File: src/include/lpm_pkg.sv
// Constants, field layout and state type of the low power mode and priority block
package lpm_pkg;

	// ------------------------------------------------------------
	// Source count and priority fields
	// ------------------------------------------------------------
	localparam int NUM_SRC = 6;
	localparam int SRC_W = 3;
	localparam int LVL_W = 2;
	localparam int NUM_LVL = 4;
	localparam int EXT_NUM = 2;
	localparam logic [SRC_W-1:0] SRC_EXT0 = 3'h0;
	localparam logic [SRC_W-1:0] SRC_EXT1 = 3'h2;
	localparam logic [7:0] PRIO_RESET = 8'h00;
	localparam logic [7:0] PRIO_FIELD_MASK = 8'h3F;

	// ------------------------------------------------------------
	// Register indices and byte addresses
	// ------------------------------------------------------------
	localparam int ADDR_W = 12;
	localparam logic [7:0] PRIO_HIGH_INDEX = 8'hB7;
	localparam logic [7:0] PRIO_LOW_INDEX = 8'hB8;
	localparam logic [ADDR_W-1:0] PRIO_HIGH_ADDR = {2'h0, PRIO_HIGH_INDEX, 2'h0};
	localparam logic [ADDR_W-1:0] PRIO_LOW_ADDR = {2'h0, PRIO_LOW_INDEX, 2'h0};
	localparam logic [ADDR_W-1:0] PWR_CTRL_ADDR = 12'h000;
	localparam logic [ADDR_W-1:0] INT_CTRL_ADDR = 12'h004;
	localparam logic [ADDR_W-1:0] STATUS_ADDR = 12'h008;

	// ------------------------------------------------------------
	// Power control fields
	// ------------------------------------------------------------
	localparam int PWR_IDLE_BIT = 0;
	localparam int PWR_PDOWN_BIT = 1;
	localparam logic [1:0] PWR_RESET = 2'h0;

	// ------------------------------------------------------------
	// Interrupt control fields
	// ------------------------------------------------------------
	localparam int INT_CTRL_W = 10;
	localparam int INT_EN_LSB = 0;
	localparam int INT_GLOBAL_BIT = 7;
	localparam int INT_EDGE_LSB = 8;
	localparam logic [INT_CTRL_W-1:0] INT_CTRL_RESET = 10'h000;

	// ------------------------------------------------------------
	// Status fields
	// ------------------------------------------------------------
	localparam int STAT_IDLE_BIT = 0;
	localparam int STAT_PDOWN_BIT = 1;
	localparam int STAT_HOLD_BIT = 2;
	localparam int STAT_INSERV_LSB = 4;

	// ------------------------------------------------------------
	// Wake timing and synchroniser
	// ------------------------------------------------------------
	localparam int WAKE_CNT_W = 11;
	localparam logic [WAKE_CNT_W-1:0] WAKE_HOLD_CYCLES = 11'h400;
	localparam logic [WAKE_CNT_W-1:0] WAKE_CNT_ONE = 11'h001;
	localparam logic [EXT_NUM-1:0] PIN_IDLE_LEVEL = 2'h3;

	// Mode states
	typedef enum logic [2:0] {ST_RUN, ST_IDLE, ST_PDOWN, ST_WAKE_HOLD} mode_state_t;

endpackage

File: src/rtl/low_power_mode_and_priority.sv
// Idle and power-down control with four level interrupt priority selection
`timescale 1ns/1ns
module low_power_mode_and_priority (
	// Clock and reset
	input wire logic ref_clk,
	input wire logic rstn,
	// AHB-Lite slave
	input wire logic hsel,
	input wire logic [31:0] haddr,
	input wire logic [1:0] htrans,
	input wire logic hwrite,
	input wire logic [2:0] hsize,
	input wire logic [31:0] hwdata,
	input wire logic hready,
	output logic hreadyout,
	output logic hresp,
	output logic [31:0] hrdata,
	// Interrupt requests and CPU handshake
	input wire logic [lpm_pkg::NUM_SRC-1:0] intReq,
	input wire logic intAck,
	input wire logic retiDone,
	output logic intValid,
	output logic [lpm_pkg::SRC_W-1:0] intSource,
	output logic [lpm_pkg::LVL_W-1:0] intLevel,
	// External interrupt pins, active low
	input wire logic [lpm_pkg::EXT_NUM-1:0] extIntPinN,
	// Core control
	output logic cpuHalt,
	output logic sysClkEnable,
	// Bus strobes
	input wire logic coreAle,
	input wire logic coreProgramStoreStrobe,
	output logic addrLatchStrobe,
	output logic programStoreStrobe
);

	// ------------------------------------------------------------
	// Declarations
	// ------------------------------------------------------------
	lpm_pkg::mode_state_t state_q; // Mode state
	lpm_pkg::mode_state_t state_d; // Next mode state
	logic [1:0] powerCtrl_q; // Idle and power-down request bits
	logic [1:0] powerCtrl_d; // Next request bits
	logic [lpm_pkg::INT_CTRL_W-1:0] intCtrl_q; // Enables, global enable, edge modes
	logic [7:0] prioHigh_q; // Priority high register
	logic [7:0] prioLow_q; // Priority low register
	logic [lpm_pkg::NUM_LVL-1:0] inServ_q; // Levels in service
	logic [lpm_pkg::NUM_LVL-1:0] inServ_d; // Next in-service set
	logic [lpm_pkg::WAKE_CNT_W-1:0] wakeCnt_q; // Cycles of pin held low
	logic [lpm_pkg::WAKE_CNT_W-1:0] wakeCnt_d; // Next count
	logic wrPend_q; // Write data phase pending
	logic [lpm_pkg::ADDR_W-1:0] wrAddr_q; // Write address
	logic [31:0] hrdata_q; // Read data
	logic intValid_q; // Registered request valid
	logic [lpm_pkg::SRC_W-1:0] intSource_q; // Registered source
	logic [lpm_pkg::LVL_W-1:0] intLevel_q; // Registered level
	logic ale_q; // Address latch strobe
	logic pss_q; // Program store strobe
	logic [lpm_pkg::EXT_NUM-1:0] pinLevel; // Filtered pin levels

	// ------------------------------------------------------------
	// Pin synchroniser
	// ------------------------------------------------------------
	pin_sync uPinSync (
		.ref_clk(ref_clk),
		.rstn(rstn),
		.pinRaw(extIntPinN),
		.pinLevel(pinLevel)
	);

	// ------------------------------------------------------------
	// Bus decode
	// ------------------------------------------------------------
	wire addrReq = hsel && htrans[1]; // Transfer offered on the bus
	wire addrPhase = addrReq && hready; // Transfer taken
	wire [lpm_pkg::ADDR_W-1:0] busAddr = haddr[lpm_pkg::ADDR_W-1:0]; // Offset bits
	// Stall kept free of hready, which is our own hreadyout on a one-slave bus
	wire readStall = wrPend_q && addrReq && !hwrite; // Read waits for write to land
	wire readTake = addrPhase && !hwrite && !wrPend_q; // Read sampled now
	wire writeTake = addrPhase && hwrite; // Write address taken
	wire pwrWrite = wrPend_q && (wrAddr_q == lpm_pkg::PWR_CTRL_ADDR); // Power control write
	wire intCtrlWrite = wrPend_q && (wrAddr_q == lpm_pkg::INT_CTRL_ADDR); // Control write
	wire prioHighWrite = wrPend_q && (wrAddr_q == lpm_pkg::PRIO_HIGH_ADDR); // High write
	wire prioLowWrite = wrPend_q && (wrAddr_q == lpm_pkg::PRIO_LOW_ADDR); // Low write
	wire idleReq = pwrWrite && hwdata[lpm_pkg::PWR_IDLE_BIT]; // Idle request written
	wire pdownReq = pwrWrite && hwdata[lpm_pkg::PWR_PDOWN_BIT]; // Power-down written

	// ------------------------------------------------------------
	// Interrupt qualification
	// ------------------------------------------------------------
	wire globalEn = intCtrl_q[lpm_pkg::INT_GLOBAL_BIT]; // Global enable
	wire [lpm_pkg::NUM_SRC-1:0] srcEn = intCtrl_q[lpm_pkg::NUM_SRC-1:0]; // Per source enables
	wire [lpm_pkg::EXT_NUM-1:0] edgeMode = intCtrl_q[lpm_pkg::INT_EDGE_LSB +: lpm_pkg::EXT_NUM];
	wire [lpm_pkg::NUM_SRC-1:0] enabledReq = intReq & srcEn & {lpm_pkg::NUM_SRC{globalEn}};
	wire anyEnabled = |enabledReq; // Idle wake source
	wire [lpm_pkg::EXT_NUM-1:0] extLow; // Level external wake per pin
	// Only enabled level-sensitive pins act in power-down
	assign extLow[0] = !pinLevel[0] && !edgeMode[0] && globalEn && srcEn[lpm_pkg::SRC_EXT0];
	assign extLow[1] = !pinLevel[1] && !edgeMode[1] && globalEn && srcEn[lpm_pkg::SRC_EXT1];
	wire extLowAny = |extLow; // Any wake pin low

	// ------------------------------------------------------------
	// Priority levels and in-service ceiling
	// ------------------------------------------------------------
	logic [lpm_pkg::LVL_W-1:0] srcLvl [lpm_pkg::NUM_SRC]; // Level per source
	logic [lpm_pkg::NUM_SRC-1:0] eligible; // Request above ceiling
	logic servBusy; // Some level in service
	logic [lpm_pkg::LVL_W-1:0] servTop; // Highest level in service

	// Highest in-service level
	always_comb begin
		servBusy = 1'b0;
		servTop = '0;
		for (int l = 0; l < lpm_pkg::NUM_LVL; l++) begin
			if (inServ_q[l]) begin
				servBusy = 1'b1;
				servTop = lpm_pkg::LVL_W'(l);
			end
		end
	end

	genvar g;
	generate
		for (g = 0; g < lpm_pkg::NUM_SRC; g++) begin : gSrc
			// High bit is the level's upper bit
			assign srcLvl[g] = {prioHigh_q[g], prioLow_q[g]};
			assign eligible[g] = enabledReq[g] && (!servBusy || (srcLvl[g] > servTop));
		end
	endgenerate

	logic pickValid; // A request wins
	logic [lpm_pkg::SRC_W-1:0] pickSrc; // Winning source
	logic [lpm_pkg::LVL_W-1:0] pickLvl; // Winning level

	// Strictly higher level replaces, so lower index wins ties
	always_comb begin
		pickValid = 1'b0;
		pickSrc = '0;
		pickLvl = '0;
		for (int i = 0; i < lpm_pkg::NUM_SRC; i++) begin
			if (eligible[i] && (!pickValid || (srcLvl[i] > pickLvl))) begin
				pickValid = 1'b1;
				pickSrc = lpm_pkg::SRC_W'(i);
				pickLvl = srcLvl[i];
			end
		end
	end

	// ------------------------------------------------------------
	// Mode state machine
	// ------------------------------------------------------------
	wire holdDone = (wakeCnt_q >= lpm_pkg::WAKE_HOLD_CYCLES); // Held long enough

	always_comb begin
		state_d = state_q;
		wakeCnt_d = wakeCnt_q;
		case (state_q)
			lpm_pkg::ST_RUN: begin
				if (pdownReq) begin
					state_d = lpm_pkg::ST_PDOWN;
				end else if (idleReq) begin
					state_d = lpm_pkg::ST_IDLE;
				end
			end
			lpm_pkg::ST_IDLE: begin
				if (anyEnabled) begin
					state_d = lpm_pkg::ST_RUN;
				end
			end
			lpm_pkg::ST_PDOWN: begin
				if (extLowAny) begin
					state_d = lpm_pkg::ST_WAKE_HOLD;
					wakeCnt_d = lpm_pkg::WAKE_CNT_ONE;
				end
			end
			lpm_pkg::ST_WAKE_HOLD: begin
				if (extLowAny) begin
					// Count saturates once the hold is met
					if (!holdDone) begin
						wakeCnt_d = wakeCnt_q + lpm_pkg::WAKE_CNT_ONE;
					end
				// Service only after the pin is high again
				end else if (holdDone) begin
					state_d = lpm_pkg::ST_RUN;
				// Released too early, back to power-down
				end else begin
					state_d = lpm_pkg::ST_PDOWN;
				end
			end
			default: begin
				state_d = lpm_pkg::ST_RUN;
			end
		endcase
	end

	// Reset restarts everything as from power-on
	always_ff @(posedge ref_clk or negedge rstn) begin
		if (!rstn) begin
			state_q <= lpm_pkg::ST_RUN;
			wakeCnt_q <= '0;
		end else begin
			state_q <= state_d;
			wakeCnt_q <= wakeCnt_d;
		end
	end

	wire stIdle = (state_q == lpm_pkg::ST_IDLE); // In idle
	wire stPdown = (state_q == lpm_pkg::ST_PDOWN); // Power-down, clock off
	wire stHold = (state_q == lpm_pkg::ST_WAKE_HOLD); // Oscillator restarting

	// Program counter halts in every low power state
	// Core halts after the entering write, so it resumes at the next instruction
	assign cpuHalt = (state_q != lpm_pkg::ST_RUN);
	// Clock gated only in power-down proper
	assign sysClkEnable = !stPdown;

	// ------------------------------------------------------------
	// Power control request bits
	// ------------------------------------------------------------
	always_comb begin
		powerCtrl_d = powerCtrl_q;
		// Start of service clears the request bits
		if (intAck) begin
			powerCtrl_d = '0;
		end
		// A write in the ack cycle wins over the clear
		if (pwrWrite) begin
			powerCtrl_d = hwdata[1:0];
		end
	end

	// ------------------------------------------------------------
	// In-service levels
	// ------------------------------------------------------------
	always_comb begin
		inServ_d = inServ_q;
		// Return drops the top level in service
		if (retiDone && servBusy) begin
			inServ_d[servTop] = 1'b0;
		end
		// Taking an interrupt marks its level, after any return
		if (intAck && intValid_q) begin
			inServ_d[intLevel_q] = 1'b1;
		end
	end

	// ------------------------------------------------------------
	// Registers written by software
	// ------------------------------------------------------------
	// No mode touches these; besides bus writes and reset, intAck clears powerCtrl_q and intAck and retiDone change inServ_q
	always_ff @(posedge ref_clk or negedge rstn) begin
		if (!rstn) begin
			powerCtrl_q <= lpm_pkg::PWR_RESET;
			intCtrl_q <= lpm_pkg::INT_CTRL_RESET;
			prioLow_q <= lpm_pkg::PRIO_RESET;
			prioHigh_q <= lpm_pkg::PRIO_RESET;
			inServ_q <= '0;
		end else begin
			powerCtrl_q <= powerCtrl_d;
			inServ_q <= inServ_d;
			if (intCtrlWrite) begin
				intCtrl_q <= hwdata[lpm_pkg::INT_CTRL_W-1:0];
			end
			if (prioLowWrite) begin
				prioLow_q <= hwdata[7:0] & lpm_pkg::PRIO_FIELD_MASK;
			end
			// Same six fields, reserved bits zero
			if (prioHighWrite) begin
				prioHigh_q <= hwdata[7:0] & lpm_pkg::PRIO_FIELD_MASK;
			end
		end
	end

	// ------------------------------------------------------------
	// Bus slave pipeline and read mux
	// ------------------------------------------------------------
	wire [7:0] statusWord = {inServ_q, 1'b0, stHold, stPdown || stHold, stIdle};
	wire [31:0] readMux =
		(busAddr == lpm_pkg::PWR_CTRL_ADDR) ? {30'h0, powerCtrl_q} :
		(busAddr == lpm_pkg::INT_CTRL_ADDR) ? {22'h0, intCtrl_q} :
		(busAddr == lpm_pkg::STATUS_ADDR) ? {24'h0, statusWord} :
		(busAddr == lpm_pkg::PRIO_HIGH_ADDR) ? {24'h0, prioHigh_q} :
		(busAddr == lpm_pkg::PRIO_LOW_ADDR) ? {24'h0, prioLow_q} : 32'h0;

	// Address phase capture and read data
	always_ff @(posedge ref_clk or negedge rstn) begin
		if (!rstn) begin
			wrPend_q <= 1'b0;
			wrAddr_q <= '0;
			hrdata_q <= '0;
		end else begin
			wrPend_q <= writeTake;
			if (writeTake) begin
				wrAddr_q <= busAddr;
			end
			if (readTake) begin
				hrdata_q <= readMux;
			end
		end
	end

	assign hreadyout = !readStall;
	assign hresp = 1'b0;
	assign hrdata = hrdata_q;

	// ------------------------------------------------------------
	// Registered outputs to the core
	// ------------------------------------------------------------
	always_ff @(posedge ref_clk or negedge rstn) begin
		if (!rstn) begin
			intValid_q <= 1'b0;
			intSource_q <= '0;
			intLevel_q <= '0;
			ale_q <= 1'b0;
			pss_q <= 1'b0;
		end else begin
			intValid_q <= pickValid && !cpuHalt;
			intSource_q <= pickSrc;
			intLevel_q <= pickLvl;
			if (stIdle) begin
				ale_q <= 1'b1;
				pss_q <= 1'b1;
			end else if (stPdown || stHold) begin
				ale_q <= 1'b0;
				pss_q <= 1'b0;
			end else begin
				ale_q <= coreAle;
				pss_q <= coreProgramStoreStrobe;
			end
		end
	end

	assign intValid = intValid_q;
	assign intSource = intSource_q;
	assign intLevel = intLevel_q;
	assign addrLatchStrobe = ale_q;
	assign programStoreStrobe = pss_q;

	// ------------------------------------------------------------
	// Assertions
	// ------------------------------------------------------------
	a_idle_entry: assert property (@(posedge ref_clk) disable iff (!rstn)
		(state_q == lpm_pkg::ST_RUN) && idleReq && !pdownReq |=> stIdle)
		else $error("idle request did not enter idle");

	a_idle_clock: assert property (@(posedge ref_clk) disable iff (!rstn)
		stIdle |-> cpuHalt && sysClkEnable)
		else $error("idle must halt core with clock running");

	a_ack_clear: assert property (@(posedge ref_clk) disable iff (!rstn)
		intAck && !pwrWrite |=> (powerCtrl_q == lpm_pkg::PWR_RESET))
		else $error("service start did not clear request bits");

	a_pdown_clock: assert property (@(posedge ref_clk) disable iff (!rstn)
		stPdown |-> !sysClkEnable && cpuHalt)
		else $error("clock not stopped in power-down");

	a_short_hold: assert property (@(posedge ref_clk) disable iff (!rstn)
		stHold && !extLowAny && (wakeCnt_q < lpm_pkg::WAKE_HOLD_CYCLES) |=> stPdown)
		else $error("short pin pulse completed the wake");

	a_halt_pin_low: assert property (@(posedge ref_clk) disable iff (!rstn)
		stHold && extLowAny |=> cpuHalt)
		else $error("core released while wake pin still low");

	a_strobe_idle: assert property (@(posedge ref_clk) disable iff (!rstn)
		stIdle ##1 stIdle |-> addrLatchStrobe && programStoreStrobe)
		else $error("strobes not high in idle");

	a_strobe_pdown: assert property (@(posedge ref_clk) disable iff (!rstn)
		stPdown ##1 stPdown |-> !addrLatchStrobe && !programStoreStrobe)
		else $error("strobes not low in power-down");

	a_reserved_zero: assert property (@(posedge ref_clk) disable iff (!rstn)
		(prioHigh_q[7:6] == 2'h0) && (prioLow_q[7:6] == 2'h0))
		else $error("reserved priority bits set");

	a_tie_order: assert property (@(posedge ref_clk) disable iff (!rstn)
		pickValid && eligible[0] && (srcLvl[0] == pickLvl) |-> (pickSrc == lpm_pkg::SRC_EXT0))
		else $error("tie not resolved to first polled source");

endmodule // low_power_mode_and_priority

File: src/rtl/pin_sync.sv
// Three stage synchroniser with agreement filter for the external interrupt pins
`timescale 1ns/1ns
module pin_sync (
	// Clock and reset
	input wire logic ref_clk,
	input wire logic rstn,
	// Raw pins and filtered levels
	input wire logic [lpm_pkg::EXT_NUM-1:0] pinRaw,
	output logic [lpm_pkg::EXT_NUM-1:0] pinLevel
);

	// ------------------------------------------------------------
	// Stages
	// ------------------------------------------------------------
	logic [lpm_pkg::EXT_NUM-1:0] stage1_q; // Metastable stage, read by stage2 only
	logic [lpm_pkg::EXT_NUM-1:0] stage2_q; // Second stage
	logic [lpm_pkg::EXT_NUM-1:0] stage3_q; // Third stage
	logic [lpm_pkg::EXT_NUM-1:0] level_q; // Accepted level
	logic [lpm_pkg::EXT_NUM-1:0] level_d; // Next accepted level

	// A change counts once stages two and three agree
	genvar g;
	generate
		for (g = 0; g < lpm_pkg::EXT_NUM; g++) begin : gAgree
			assign level_d[g] = (stage2_q[g] == stage3_q[g]) ? stage3_q[g] : level_q[g];
		end
	endgenerate

	// Shift chain, pins rest high
	always_ff @(posedge ref_clk or negedge rstn) begin
		if (!rstn) begin
			stage1_q <= lpm_pkg::PIN_IDLE_LEVEL;
			stage2_q <= lpm_pkg::PIN_IDLE_LEVEL;
			stage3_q <= lpm_pkg::PIN_IDLE_LEVEL;
			level_q <= lpm_pkg::PIN_IDLE_LEVEL;
		end else begin
			stage1_q <= pinRaw;
			stage2_q <= stage1_q;
			stage3_q <= stage2_q;
			level_q <= level_d;
		end
	end

	assign pinLevel = level_q;

endmodule // pin_sync

File: config.mk
export PLATFORM = sky130hd
export DESIGN_NAME = low_power_mode_and_priority
export DESIGN_NICKNAME = d
export VERILOG_FILES = /design/src/include/lpm_pkg.sv /design/src/rtl/low_power_mode_and_priority.sv /design/src/rtl/pin_sync.sv
export SDC_FILE = /design/constraint.sdc
export NUM_CORES = 1
export LEC_CHECK = 0
export ABC_CLOCK_PERIOD_IN_PS = 8700
export BUFFER_PORTS_ARGS = -buffer_cell sky130_fd_sc_hd__clkbuf_2
export CAP_MARGIN = 40
export CELL_PAD_IN_SITES_DETAIL_PLACEMENT = 0
export CELL_PAD_IN_SITES_GLOBAL_PLACEMENT = 2
export CORE_MARGIN = 3
export CORE_UTILIZATION = 28
export DETAILED_ROUTE_END_ITERATION = 12
export GPL_ROUTABILITY_DRIVEN = 0
export GPL_TIMING_DRIVEN = 0
export PLACE_DENSITY = 0.84
export RECOVER_POWER = 25
export SLEW_MARGIN = 0
export SYNTH_ARGS = -nofsm -noshare
export SYNTH_HDL_FRONTEND = slang
export SYNTH_HIERARCHICAL = 1
export SYNTH_SLANG_ARGS = --single-unit
File: constraint.sdc
create_clock -name ref_clk -period 8.7 [get_ports ref_clk]
set_clock_uncertainty 0.1 [all_clocks]
set_input_delay 0.435 -clock ref_clk [delete_from_list [all_inputs] [get_ports ref_clk]]
set_output_delay 0.435 -clock ref_clk [all_outputs]
set_load 0.02 [all_outputs]
After elaboration in Yosys (flattened, before gate mapping)
Index checks and enable logic that the tools add are counted.
Word-level totals
  flip-flop bits (word level): 103
  memory bits (writable): 0
  bits in latches: 0
  memory bits (read-only): 0
  memories kept: 0
  input bits: 86
  logic and storage cells: 184
  output and inout port bits: 44
Operators by class
  eq/ne operators: 18
  shifts and indexed selects: 0
  magnitude comparators: 16
  add/sub/neg operators: 1
  muxes and demuxes: 52
  reduce and logical (&&, ||, !) cells: 72
  multipliers: 0
  div/mod/pow operators: 0
  bitwise operators: 5
Operators by type and width (count)
  $eq A12 B10 Y1 const B: 4
  $logic_and A1 B1 Y1: 35
  $mux W11: 3
  $mux W3: 9
  $eq A12 B3 Y1 const B: 2
  $logic_not A12 Y1: 2
  $gt A2 B2 Y1: 11
  $mux W2: 11
  $pmux W11 S2: 1
  $mux W10: 2
  $mux W1: 18
  $logic_not A1 Y1: 15
  $and A6 B6 Y6: 2
  $eq A12 B4 Y1 const B: 1
  $logic_or A1 B1 Y1: 12
  $mux W6: 2
  $pmux W3 S4: 1
  $add A11 B1 Y11 const B: 1
  $ge A11 B11 Y1 const B: 1
  $ne A2 B2 Y1 const B: 5
  $mux W4: 2
  $mux W8: 1
  $reduce_and A4 Y1: 2
  $eq A3 B2 Y1 const B: 2
  other kinds (14): 19

Depth between registers and ports, before layout
Gate-level depths: netlist (run 1).
  depth after elaboration: 29
  gate-level depth with buffers: 42
  depth with buffers taken out: 42

By module
The synthesis (run 1) kept the hierarchy.
By module, submodules not included
  low_power_mode_and_priority: area an instance 4272.8 µm², cells an instance 456, sequential area each 1801.7 µm², instances 1
  pin_sync: area an instance 232.7 µm², cells an instance 10, sequential area each 210.2 µm², instances 1

Worst setup path after synthesis (run 1)
OpenSTA, ideal clock, no wires.
  path type: register -> register
  from: register inServ_q[2] in the netlist's numbering
  to: register intLevel_q, in the netlist intLevel[0]
  period minus slack after synthesis: 6679 ps
  setup time: 82 ps
  path slack: 2021 ps
  path buffers: 0
  required time: 8518 ps
  stages on the path, launching flop included: 40
  arrival time: 6497 ps
  path through: dfrtp_1 nor2_1 ha_1 nor2b_1 o21a_1 o21a_1 and2_1 ha_1 nand2_1 o21ai_0 o211ai_1 nand2_1 o21a_1 ha_1 nor2b_1 o21ai_0 o31a_2 or2_4 [... 4 more ...] o21ai_0 a211oi_1 a31oi_4 nor2_2 a31oi_1 ha_1 a21oi_1 a21oi_1 a31oi_1 nor2_1 a311oi_2 o21bai_1 ha_1 a21oi_1 a21oi_1 o21ai_2 o21ai_1 o22ai_1
On the way
  longest elaborated chain between the ends: 26
  elaborated cells on any way between the ends: 54
  those cells by class: order compare: 11; mux: 15; reduce/logical: 28
RTL lines
  start, declared: line low_power_mode_and_priority.sv:47  | logic [lpm_pkg::NUM_LVL-1:0] inServ_q;
  start signal, assigned: line low_power_mode_and_priority.sv:260  | inServ_q <= inServ_d;
  $mux W2 / $mux W1 (equally long branches) (2 in a row): line low_power_mode_and_priority.sv:115  | if (inServ_q[l]) begin
  $gt A2 B2 Y1 / $logic_not A1 Y1 (equally long branches): line low_power_mode_and_priority.sv:127  | assign eligible[g] = enabledReq[g] && (!servBusy || (srcLvl[g] > servTop));
  $logic_or A1 B1 Y1: line low_power_mode_and_priority.sv:127
  $logic_and A1 B1 Y1: line low_power_mode_and_priority.sv:127
  $mux W2 / $mux W1 (equally long branches): line low_power_mode_and_priority.sv:141  | if (eligible[i] && (!pickValid || (srcLvl[i] > pickLvl))) begin
  $gt A2 B2 Y1 / $logic_not A1 Y1 (equally long branches): line low_power_mode_and_priority.sv:141
  $logic_or A1 B1 Y1: line low_power_mode_and_priority.sv:141
  $logic_and A1 B1 Y1: line low_power_mode_and_priority.sv:141
  [... 10 more ...]
  $logic_or A1 B1 Y1: line low_power_mode_and_priority.sv:141
  $logic_and A1 B1 Y1: line low_power_mode_and_priority.sv:141
  $mux W2 / $mux W1 (equally long branches): line low_power_mode_and_priority.sv:141
  $gt A2 B2 Y1 / $logic_not A1 Y1 (equally long branches): line low_power_mode_and_priority.sv:141
  $logic_or A1 B1 Y1: line low_power_mode_and_priority.sv:141
  $logic_and A1 B1 Y1: line low_power_mode_and_priority.sv:141
  $mux W2 *: line low_power_mode_and_priority.sv:141
  via pickLvl (one bit): line low_power_mode_and_priority.sv:133  | logic [lpm_pkg::LVL_W-1:0] pickLvl;
  end signal, assigned: line low_power_mode_and_priority.sv:319  | intLevel_q <= pickLvl;
  end, declared: line low_power_mode_and_priority.sv:56  | logic [lpm_pkg::LVL_W-1:0] intLevel_q;
The timed path passes the listed nets; every way through them passes the cells marked *.
A chain may end at the register's enable or synchronous reset.

Worst setup path in the final report (run 1)
  from: register inServ_q[3] in the netlist's numbering
  to: register intLevel_q, in the netlist intLevel[0]
On the way
  longest elaborated chain between the ends: 25
  elaborated cells on any way between the ends: 52
  those cells by class: order compare: 11; mux: 13; reduce/logical: 28
RTL lines (line)
  $mux W2 / $mux W1 (equally long branches): low_power_mode_and_priority.sv:115
  $gt A2 B2 Y1 / $logic_not A1 Y1 (equally long branches): low_power_mode_and_priority.sv:127
  $logic_or A1 B1 Y1: low_power_mode_and_priority.sv:127
  $logic_and A1 B1 Y1: low_power_mode_and_priority.sv:127
  $mux W2 / $mux W1 (equally long branches): low_power_mode_and_priority.sv:141
  $gt A2 B2 Y1 / $logic_not A1 Y1 (equally long branches): low_power_mode_and_priority.sv:141
  $logic_or A1 B1 Y1: low_power_mode_and_priority.sv:141
  $logic_and A1 B1 Y1: low_power_mode_and_priority.sv:141
  [... 10 more ...]
  $logic_or A1 B1 Y1: low_power_mode_and_priority.sv:141
  $logic_and A1 B1 Y1: low_power_mode_and_priority.sv:141
  $mux W2 / $mux W1 (equally long branches): low_power_mode_and_priority.sv:141
  $gt A2 B2 Y1 / $logic_not A1 Y1 (equally long branches): low_power_mode_and_priority.sv:141
  $logic_or A1 B1 Y1: low_power_mode_and_priority.sv:141
  $logic_and A1 B1 Y1: low_power_mode_and_priority.sv:141
  $mux W2 *: low_power_mode_and_priority.sv:141
  via pickLvl (one bit): low_power_mode_and_priority.sv:133
Marked as above.

==> results of run 1 <==
## flip-flops by register name (all words and copies together) (netlist names), 2 cells and up
name / cells
state_q: 2
uPinSync/pinLevel: 2
uPinSync/stage3_q: 2
powerCtrl_q: 2
inServ_q: 4
wrAddr_q: 12
prioLow_q: 6
prioHigh_q: 6
wakeCnt_q: 11
uPinSync/stage2_q: 2
intSource: 3
intCtrl_q: 10
uPinSync/stage1_q: 2
hrdata: 10
intLevel: 2
## worst max-delay path: cells and delay by family, from the launching register on
family                     cells  cell delay, ns
AOI/OAI and AO/OA             22            3.30
and+or+nand+nor               11            2.08
adders and majority gates      6            1.78
DFF                            1            0.46
## worst paths after layout
path | from | slack, ns | cells past startpoint | end
max in group asynchronous | rstn | 4.23 | 3 | hrdata[1]
max | inServ_q[3] | 0.87 | 39 | intLevel[0]
min reg2reg | uPinSync/stage1_q[1] | 0.26 | 0 | uPinSync/stage2_q[1]
min in group asynchronous | rstn | 0.79 | 2 | inServ_q[3]
min | extIntPinN[1] | 0.07 | 1 | uPinSync/stage1_q[1]
max reg2reg | inServ_q[3] | 0.87 | 39 | intLevel[0]
## kinds of logic (layout without fill, tap and decap cells)
family	count (synthesis)	in the layout	share of synthesized area
simple gates	175	175	0.1952
compound gates	110	110	0.1708
flops	80	80	0.4465
buf+inv	52	132	0.06304
fa+ha+maj	25	25	0.06887
mux	19	19	0.04693
xor+xnor	4	4	0.007775
other cells	1	23	0.0008323
## where the power goes
part,switching [mW],leakage (nW),internal (mW)
registers,0.0162,1.01,0.395
clock network,0.155,0.152,0.237
logic,0.0518,1.53,0.0324
## placed cells by master (no fill, tap or decap), types with 3 or more instances in the layout
| master | n |
|---|---|
| sky130_fd_sc_hd__a21o_1 | 4 |
| sky130_fd_sc_hd__a21oi_1 | 19 |
| sky130_fd_sc_hd__a222oi_1 | 6 |
| sky130_fd_sc_hd__a22oi_1 | 4 |
| sky130_fd_sc_hd__and3_1 | 4 |
| sky130_fd_sc_hd__buf_2 | 6 |
| sky130_fd_sc_hd__buf_4 | 23 |
| sky130_fd_sc_hd__clkbuf_1 | 9 |
| sky130_fd_sc_hd__clkbuf_16 | 9 |
| sky130_fd_sc_hd__clkbuf_2 | 57 |
| sky130_fd_sc_hd__conb_1 | 23 |
| sky130_fd_sc_hd__dfrtp_1 | 72 |
| sky130_fd_sc_hd__dfstp_2 | 6 |
| sky130_fd_sc_hd__ha_1 | 23 |
| sky130_fd_sc_hd__inv_1 | 21 |
| sky130_fd_sc_hd__mux2_2 | 17 |
| sky130_fd_sc_hd__nand2_1 | 78 |
| sky130_fd_sc_hd__nand2b_1 | 4 |
| sky130_fd_sc_hd__nand3_1 | 12 |
| sky130_fd_sc_hd__nand4_1 | 5 |
| sky130_fd_sc_hd__nor2_1 | 26 |
| sky130_fd_sc_hd__nor2b_1 | 10 |
| sky130_fd_sc_hd__nor3_1 | 9 |
| sky130_fd_sc_hd__o211a_1 | 3 |
| sky130_fd_sc_hd__o211ai_1 | 5 |
| sky130_fd_sc_hd__o21a_1 | 8 |
| sky130_fd_sc_hd__o21ai_0 | 31 |
| sky130_fd_sc_hd__o21ai_1 | 3 |
| sky130_fd_sc_hd__o22ai_1 | 5 |
| sky130_fd_sc_hd__or3_1 | 4 |
| sky130_fd_sc_hd__xor2_1 | 4 |
## synthesized netlist by cell type, types with 3 or more instances
master                     count  area share
sky130_fd_sc_hd__nand2b_1      4      0.0056
sky130_fd_sc_hd__a21o_1        4      0.0067
sky130_fd_sc_hd__nand2_1      78       0.065
sky130_fd_sc_hd__nand3_1      12       0.013
sky130_fd_sc_hd__nor3_1        9       0.010
sky130_fd_sc_hd__xor2_1        4      0.0078
sky130_fd_sc_hd__o211a_1       3      0.0067
sky130_fd_sc_hd__o211ai_1      5      0.0083
sky130_fd_sc_hd__a21oi_1      19       0.021
sky130_fd_sc_hd__nand4_1       5      0.0069
sky130_fd_sc_hd__nor2_1       26       0.022
sky130_fd_sc_hd__inv_1        21       0.017
sky130_fd_sc_hd__o21ai_1       3      0.0033
sky130_fd_sc_hd__dfstp_2       8       0.047
sky130_fd_sc_hd__dfrtp_1      72        0.40
sky130_fd_sc_hd__a22oi_1       4      0.0067
sky130_fd_sc_hd__nor2b_1      10       0.014
sky130_fd_sc_hd__a222oi_1      6       0.013
sky130_fd_sc_hd__buf_4        23       0.038
sky130_fd_sc_hd__mux2_2       17       0.042
sky130_fd_sc_hd__o21a_1        8       0.013
sky130_fd_sc_hd__clkbuf_1      6      0.0050
sky130_fd_sc_hd__o22ai_1       5      0.0069
sky130_fd_sc_hd__or3_1         4      0.0056
sky130_fd_sc_hd__and3_1        4      0.0056
sky130_fd_sc_hd__ha_1         23       0.064
sky130_fd_sc_hd__o21ai_0      31       0.034
## repair_timing
action,in CTS,in global routing
endpoints found under the hold margin,24,0
endpoints found under the setup margin,0,0
hold buffers,1,0
## per-stage QoR
stage,std cells,utilization,area (µm²),power (mW)
floorplan,488,-,4588,0.4655
finish,779,0.3541,5483,0.8875
global placement,758,0.3324,5147,0.4998
CTS,779,0.3560,5513,0.9001
detailed placement,763,0.3357,5197,0.5045
global route,779,0.3541,5483,0.9270
## layer usage
metal  routed length, µm  part of all wire  global-route usage  vias to the layer above
li1                    -                 -                   -                     1810
met1                5541              0.48              0.1832                     1714
met2                5361              0.46              0.2122                       87
met3                 580             0.050             0.03574                        4
met4                  68            0.0059             0.04042                        0
met5                   0                 0                   0                        -
## final cells by class
cell class                 instances  area, µm²
buffer                            31      205.2
clock buffer                      11      252.7
clock inverter                     4      52.55
fill                            1624      10000
inverter                          21      78.83
multi-input combinational        356       2291
sequential                        80       2012
tap                              211      264.0
timing repair buffer              65      326.6
==> run_results.csv, run 1 <==
group,metric,value,unit
floorplan,initial_utilization,0.2910,
clock_network,cts_root_buf,"sky130_fd_sc_hd__clkbuf_16",
drt,detail-route-antenna-nets,0,
sta,timing.final.max_slew_violations,57,
sta,ratio_of_final_minimum_period_to_clock_period,0.8998,
setup_path,worstSetupStartpointType,"register",
drt,drc,0,
clock_network,clkTransAtPathRegs,0.06,ns
sta,whs,0.07281,ns
power,vdd_ir_drop_max,0.00009037,V
sta,finalCriticalPeriod,7.828,ns
sta,setup_ws,0.8717,ns
sta,unrepaired_setup_endpoints_after_global_routing,"false",
drt,detail_route.wirelength,11550,µm
synth,ys_warn_count,6,
clock_network,cts_htree_levels,3,
synth,synth_flop_cell,"sky130_fd_sc_hd__dfrtp_1",
synth,count_of_mapped_cells_out_of_synthesis,466,
global_route,maximum_number_of_pins_on_one_net_before_global_route_repair,57,
floorplan,row_count,45,
setup_path,worst_path_required,8.87,ns
sta,report.final.hold_viol_count,0,
layout,design.final.nets,673,
setup_path,critical-path-slowest-cell,"sky130_fd_sc_hd__nor2_1",
synth,ys_async_sr_fraction,1.000,
drt,route.vias.total,3615,
drt,vias_per_cell,4.641,
global_route,globalRouteTotalUtil,0.1353,
synth,average_cell_area_after_synthesis,9.669,µm²
worst_hold_path,holdCritPathClass,"in -> reg",
sta,max_transition_margin,-1.033,
global_route,number_of_antenna_violations_at_the_first_check_in_global_routing,0,
placement,dp_slack,0.8986,ns
floorplan,core_area,15480,µm²
synth,syn-cell-area,4506,µm²
setup_path,arrival,7.99,ns
synth,ys_seq_area_frac,0.4465,
clock_network,cts.repair_timing.setup_buffer_count,0,
flow_run,max_cap_violations,1,
floorplan,fp.dieW,132.9,µm
clock_network,clk_path_buf_depth,2,
sta,tightest_slew,3.050,ns
clock_network,clock_sink_count,80,
layout,flow.area_growth_from_synthesis,21.69,%
synth,synth-edff-count,0,
floorplan,num_io_pins,130,
floorplan,area_enclosed_by_the_die_boundary,17650,µm²
clock_network,cts_tree,"yes",
sta,max_freq,127.7,MHz
setup_path,worstSetupPathType,"reg -> reg",
sta,finalSetupViolCount,0,
global_route,grt_pass1_wl,18820,µm
clock_network,clkLatencyLatePin,0.34,ns
sta,setup_total_negative_slack,0,ns
placement,dpl.hpwl,8899,µm
power,pwr_density_cell,161.9,nW/µm²
setup_path,crit_path_end_kind,"register",
global_route,via_count_of_the_first_global_routing_pass,3621,
synth,synth_cell_type_count,67,
synth,yosys_register_bits,80,
floorplan,floorplan.die.height,132.9,µm
layout,layout-drive-gt1-share,0.2482,
drt,first_pass_iters,4,
setup_path,crit_path_max_fanout,9,
global_route,grt_remaining_overflow,0,
power,leakage_power,2.692,nW
clock_network,cts_repair_resize_count,0,
run_status,outcome,"complete, but fails checks",
drt,drt-wirelength-per-cell,14.83,µm
placement,port_buffers,59,
layout,diodes,0,
setup_path,cpMostUsedCell,"sky130_fd_sc_hd__ha_1",
clock_network,cts_made_buffers,9,
setup_path,critical_path.max_stage_delay,0.64,ns
drt,initial_drc_count,267,
run_status,failing_checks,"max-capacitance violations, max-slew violations",
(Power assumes the default switching activity.)
==> run 2: changes to the inputs <==
- BUFFER_PORTS_ARGS: -buffer_cell sky130_fd_sc_hd__clkbuf_2 -> -buffer_cell sky130_fd_sc_hd__buf_2
==> run_results.csv, run 2 (synthesis results as in run 1) <==
group,metric,value,unit
clock_network,clkTransAtPathRegs,0.06,ns
drt,drt-wirelength-per-cell,14.92,µm
worst_hold_path,holdCritPathClass,"in -> reg",
setup_path,critical-path-slowest-cell,"sky130_fd_sc_hd__nor2_1",
power,pwr_density_cell,158.7,nW/µm²
floorplan,area_enclosed_by_the_die_boundary,17650,µm²
placement,port_buffers,59,
placement,dpl.cell_count,763,
setup_path,worst-r2r-cell-count,39,
layout,layout-drive-gt1-share,0.2408,
power,combinationalPowerShare,0.097,
clock_network,cts_made_buffers,9,
clock_network,cts_root_buf,"sky130_fd_sc_hd__clkbuf_16",
layout,final-instance-count-excl-fill,780,
power,p_sw_frac,0.2495,
placement,dpl.hpwl,8905,µm
power,leakage_power,2.679,nW
power,power.sequential.fraction,0.474,
sta,ratio_of_final_minimum_period_to_clock_period,0.9107,
layout,top_regs,"wrAddr_q x12, wakeCnt_q x11",
setup_path,critical_path.max_stage_delay,0.64,ns
setup_path,worstSetupPathType,"reg -> reg",
run_status,failing_checks,"max-capacitance violations, max-slew violations",
layout,layout.area.seq,2012,µm²
layout,diodes,0,
layout,highest_count_cells_in_the_layout_ignoring_fill_and_taps,"sky130_fd_sc_hd__nand2_1 (78), sky130_fd_sc_hd__dfrtp_1 (72), sky130_fd_sc_hd__buf_2 (63)",
sta,tightest_slew,3.119,ns
sta,setup_total_negative_slack,0,ns
setup_path,cp-endpoint,"intSource[1]",
drt,initial_drc_count,191,
layout,utilization,0.3527,
drt,first_pass_iters,7,
global_route,number_of_antenna_violations_at_the_first_check_in_global_routing,0,
setup_path,regToRegEndpoint,"intSource[1]",
power,vdd_ir_drop_max,0.00008690,V
clock_network,clock_sink_count,80,
drt,detail_route.wirelength,11640,µm
layout,postLayoutCellArea,5461,µm²
layout,layout.filler_cells,1599,
clock_network,clkLatencyLatePin,0.34,ns
drt,vias_per_cell,4.683,
flow_run,max_cap_violations,1,
setup_path,crit_path_max_fanout,9,
layout,flow.area_growth_from_synthesis,21.22,%
sta,max_transition_margin,-1.079,
sta,finalSetupViolCount,0,
setup_path,regToRegStartpoint,"inServ_q[3]",
drt,detail-route-antenna-nets,0,
setup_path,worstSetupStartpointType,"register",
global_route,maximum_number_of_pins_on_one_net_before_global_route_repair,58,
setup_path,crit_path_end_kind,"register",
global_route,grt_pass1_wl,18950,µm
layout,footprint_of_the_multi_input_gates,2291,µm²
setup_path,startpoint,"inServ_q[3]",
sta,whs,0.09163,ns
layout,design.final.nets,673,
global_route,via_count_of_the_first_global_routing_pass,3654,
floorplan,floorplan.die.height,132.9,µm
floorplan,num_io_pins,130,
clock_network,cts_tree,"yes",
layout,mostFrequentLayoutCell,"sky130_fd_sc_hd__nand2_1",
setup_path,cpMostUsedCell,"sky130_fd_sc_hd__ha_1",
setup_path,worst_path_required,8.87,ns
floorplan,initial_utilization,0.2910,
sta,finalCriticalPeriod,7.923,ns
clock_network,cts_htree_levels,3,
drt,route.vias.total,3653,
sta,timing.final.max_slew_violations,58,
clock_network,hold_buffers,1,
run_status,outcome,"complete, but fails checks",
drt,drc,0,
sta,report.final.hold_viol_count,0,
placement,placedInstanceArea,5197,µm²
clock_network,clk_path_buf_depth,2,
power,power.total,0.8666,mW
clock_network,cts.repair_timing.setup_buffer_count,0,
power,netSwitchingPower,0.2162,mW
setup_path,worst-r2r-setup-slack,0.78,ns
sta,max_freq,126.2,MHz
sta,unrepaired_setup_endpoints_after_global_routing,"false",
clock_network,cts_repair_resize_count,0,
global_route,globalRouteTotalUtil,0.1359,
power,int_power,0.6503,mW
sta,setup_ws,0.7772,ns
floorplan,core_area,15480,µm²
global_route,grt_remaining_overflow,0,
floorplan,fp.dieW,132.9,µm
placement,dp_slack,0.8497,ns
setup_path,arrival,8.09,ns
floorplan,row_count,45,
layout,registers.top_by_ff_count,"wrAddr_q",
layout,largest_register_ffs,12,
power,clockPowerShare,0.429,
run 2: changes by cell type in the layout (fill, tap and decap cells not counted):
cell / previous run / this run
sky130_fd_sc_hd__buf_2: 6 / 63
sky130_fd_sc_hd__clkbuf_1: 9 / 13
sky130_fd_sc_hd__clkbuf_2: 57 / 0
sky130_fd_sc_hd__clkbuf_8: 2 / 0
sky130_fd_sc_hd__dfstp_1: 2 / 3
sky130_fd_sc_hd__dfstp_2: 6 / 5
sky130_fd_sc_hd__inv_6: 1 / 0
run 2: how the worst min path moves through the flow:
stage,start,to,cells past startpoint,slack (ns)
after global routing,extIntPinN[1],uPinSync/stage1_q[1],1,0.08
after floorplan,rstn,addrLatchStrobe,0,0.04
after detailed placement,uPinSync/stage1_q[0],uPinSync/stage2_q[0],0,0.25
after global placement,uPinSync/stage1_q[1],uPinSync/stage2_q[1],0,0.25
final,extIntPinN[1],uPinSync/stage1_q[1],1,0.09
after CTS,extIntPinN[1],uPinSync/stage1_q[1],1,0.08
run 2: cell type report:
type                       count  share of cell area
clock buffer                  13             0.04399
multi-input combinational    356              0.4195
clock inverter                 3            0.008018
timing repair buffer          65             0.05979
buffer                        31             0.03757
tap                          211             0.04834
sequential                    80              0.3684
inverter                      21             0.01443
run 2: power groups by stage:
stage               combinational [mW]  sequential, mW  clock [mW]
floorplan                       0.0441           0.421           0
global placement                0.0833           0.416           0
detailed placement              0.0866           0.418           0
CTS                             0.0872           0.411       0.383
global route                    0.0953           0.414       0.395
finish                          0.0842           0.411       0.372
run 2: layer usage:
layer	part of all wire	up-vias	track usage
met3	0.057	5	0.03954
met5	0	-	0
met1	0.47	1746	0.1839
met2	0.47	86	0.2128
li1	-	1816	-
met4	0.0044	0	0.03637
run 2: worst max-delay path: cells and delay by family (launching register included):
family	cells	cell delay (ns)
AOI/OAI and AO/OA	21	3.43
adders and majority gates	6	1.73
DFF	1	0.46
and+or+nand+nor	12	2.13
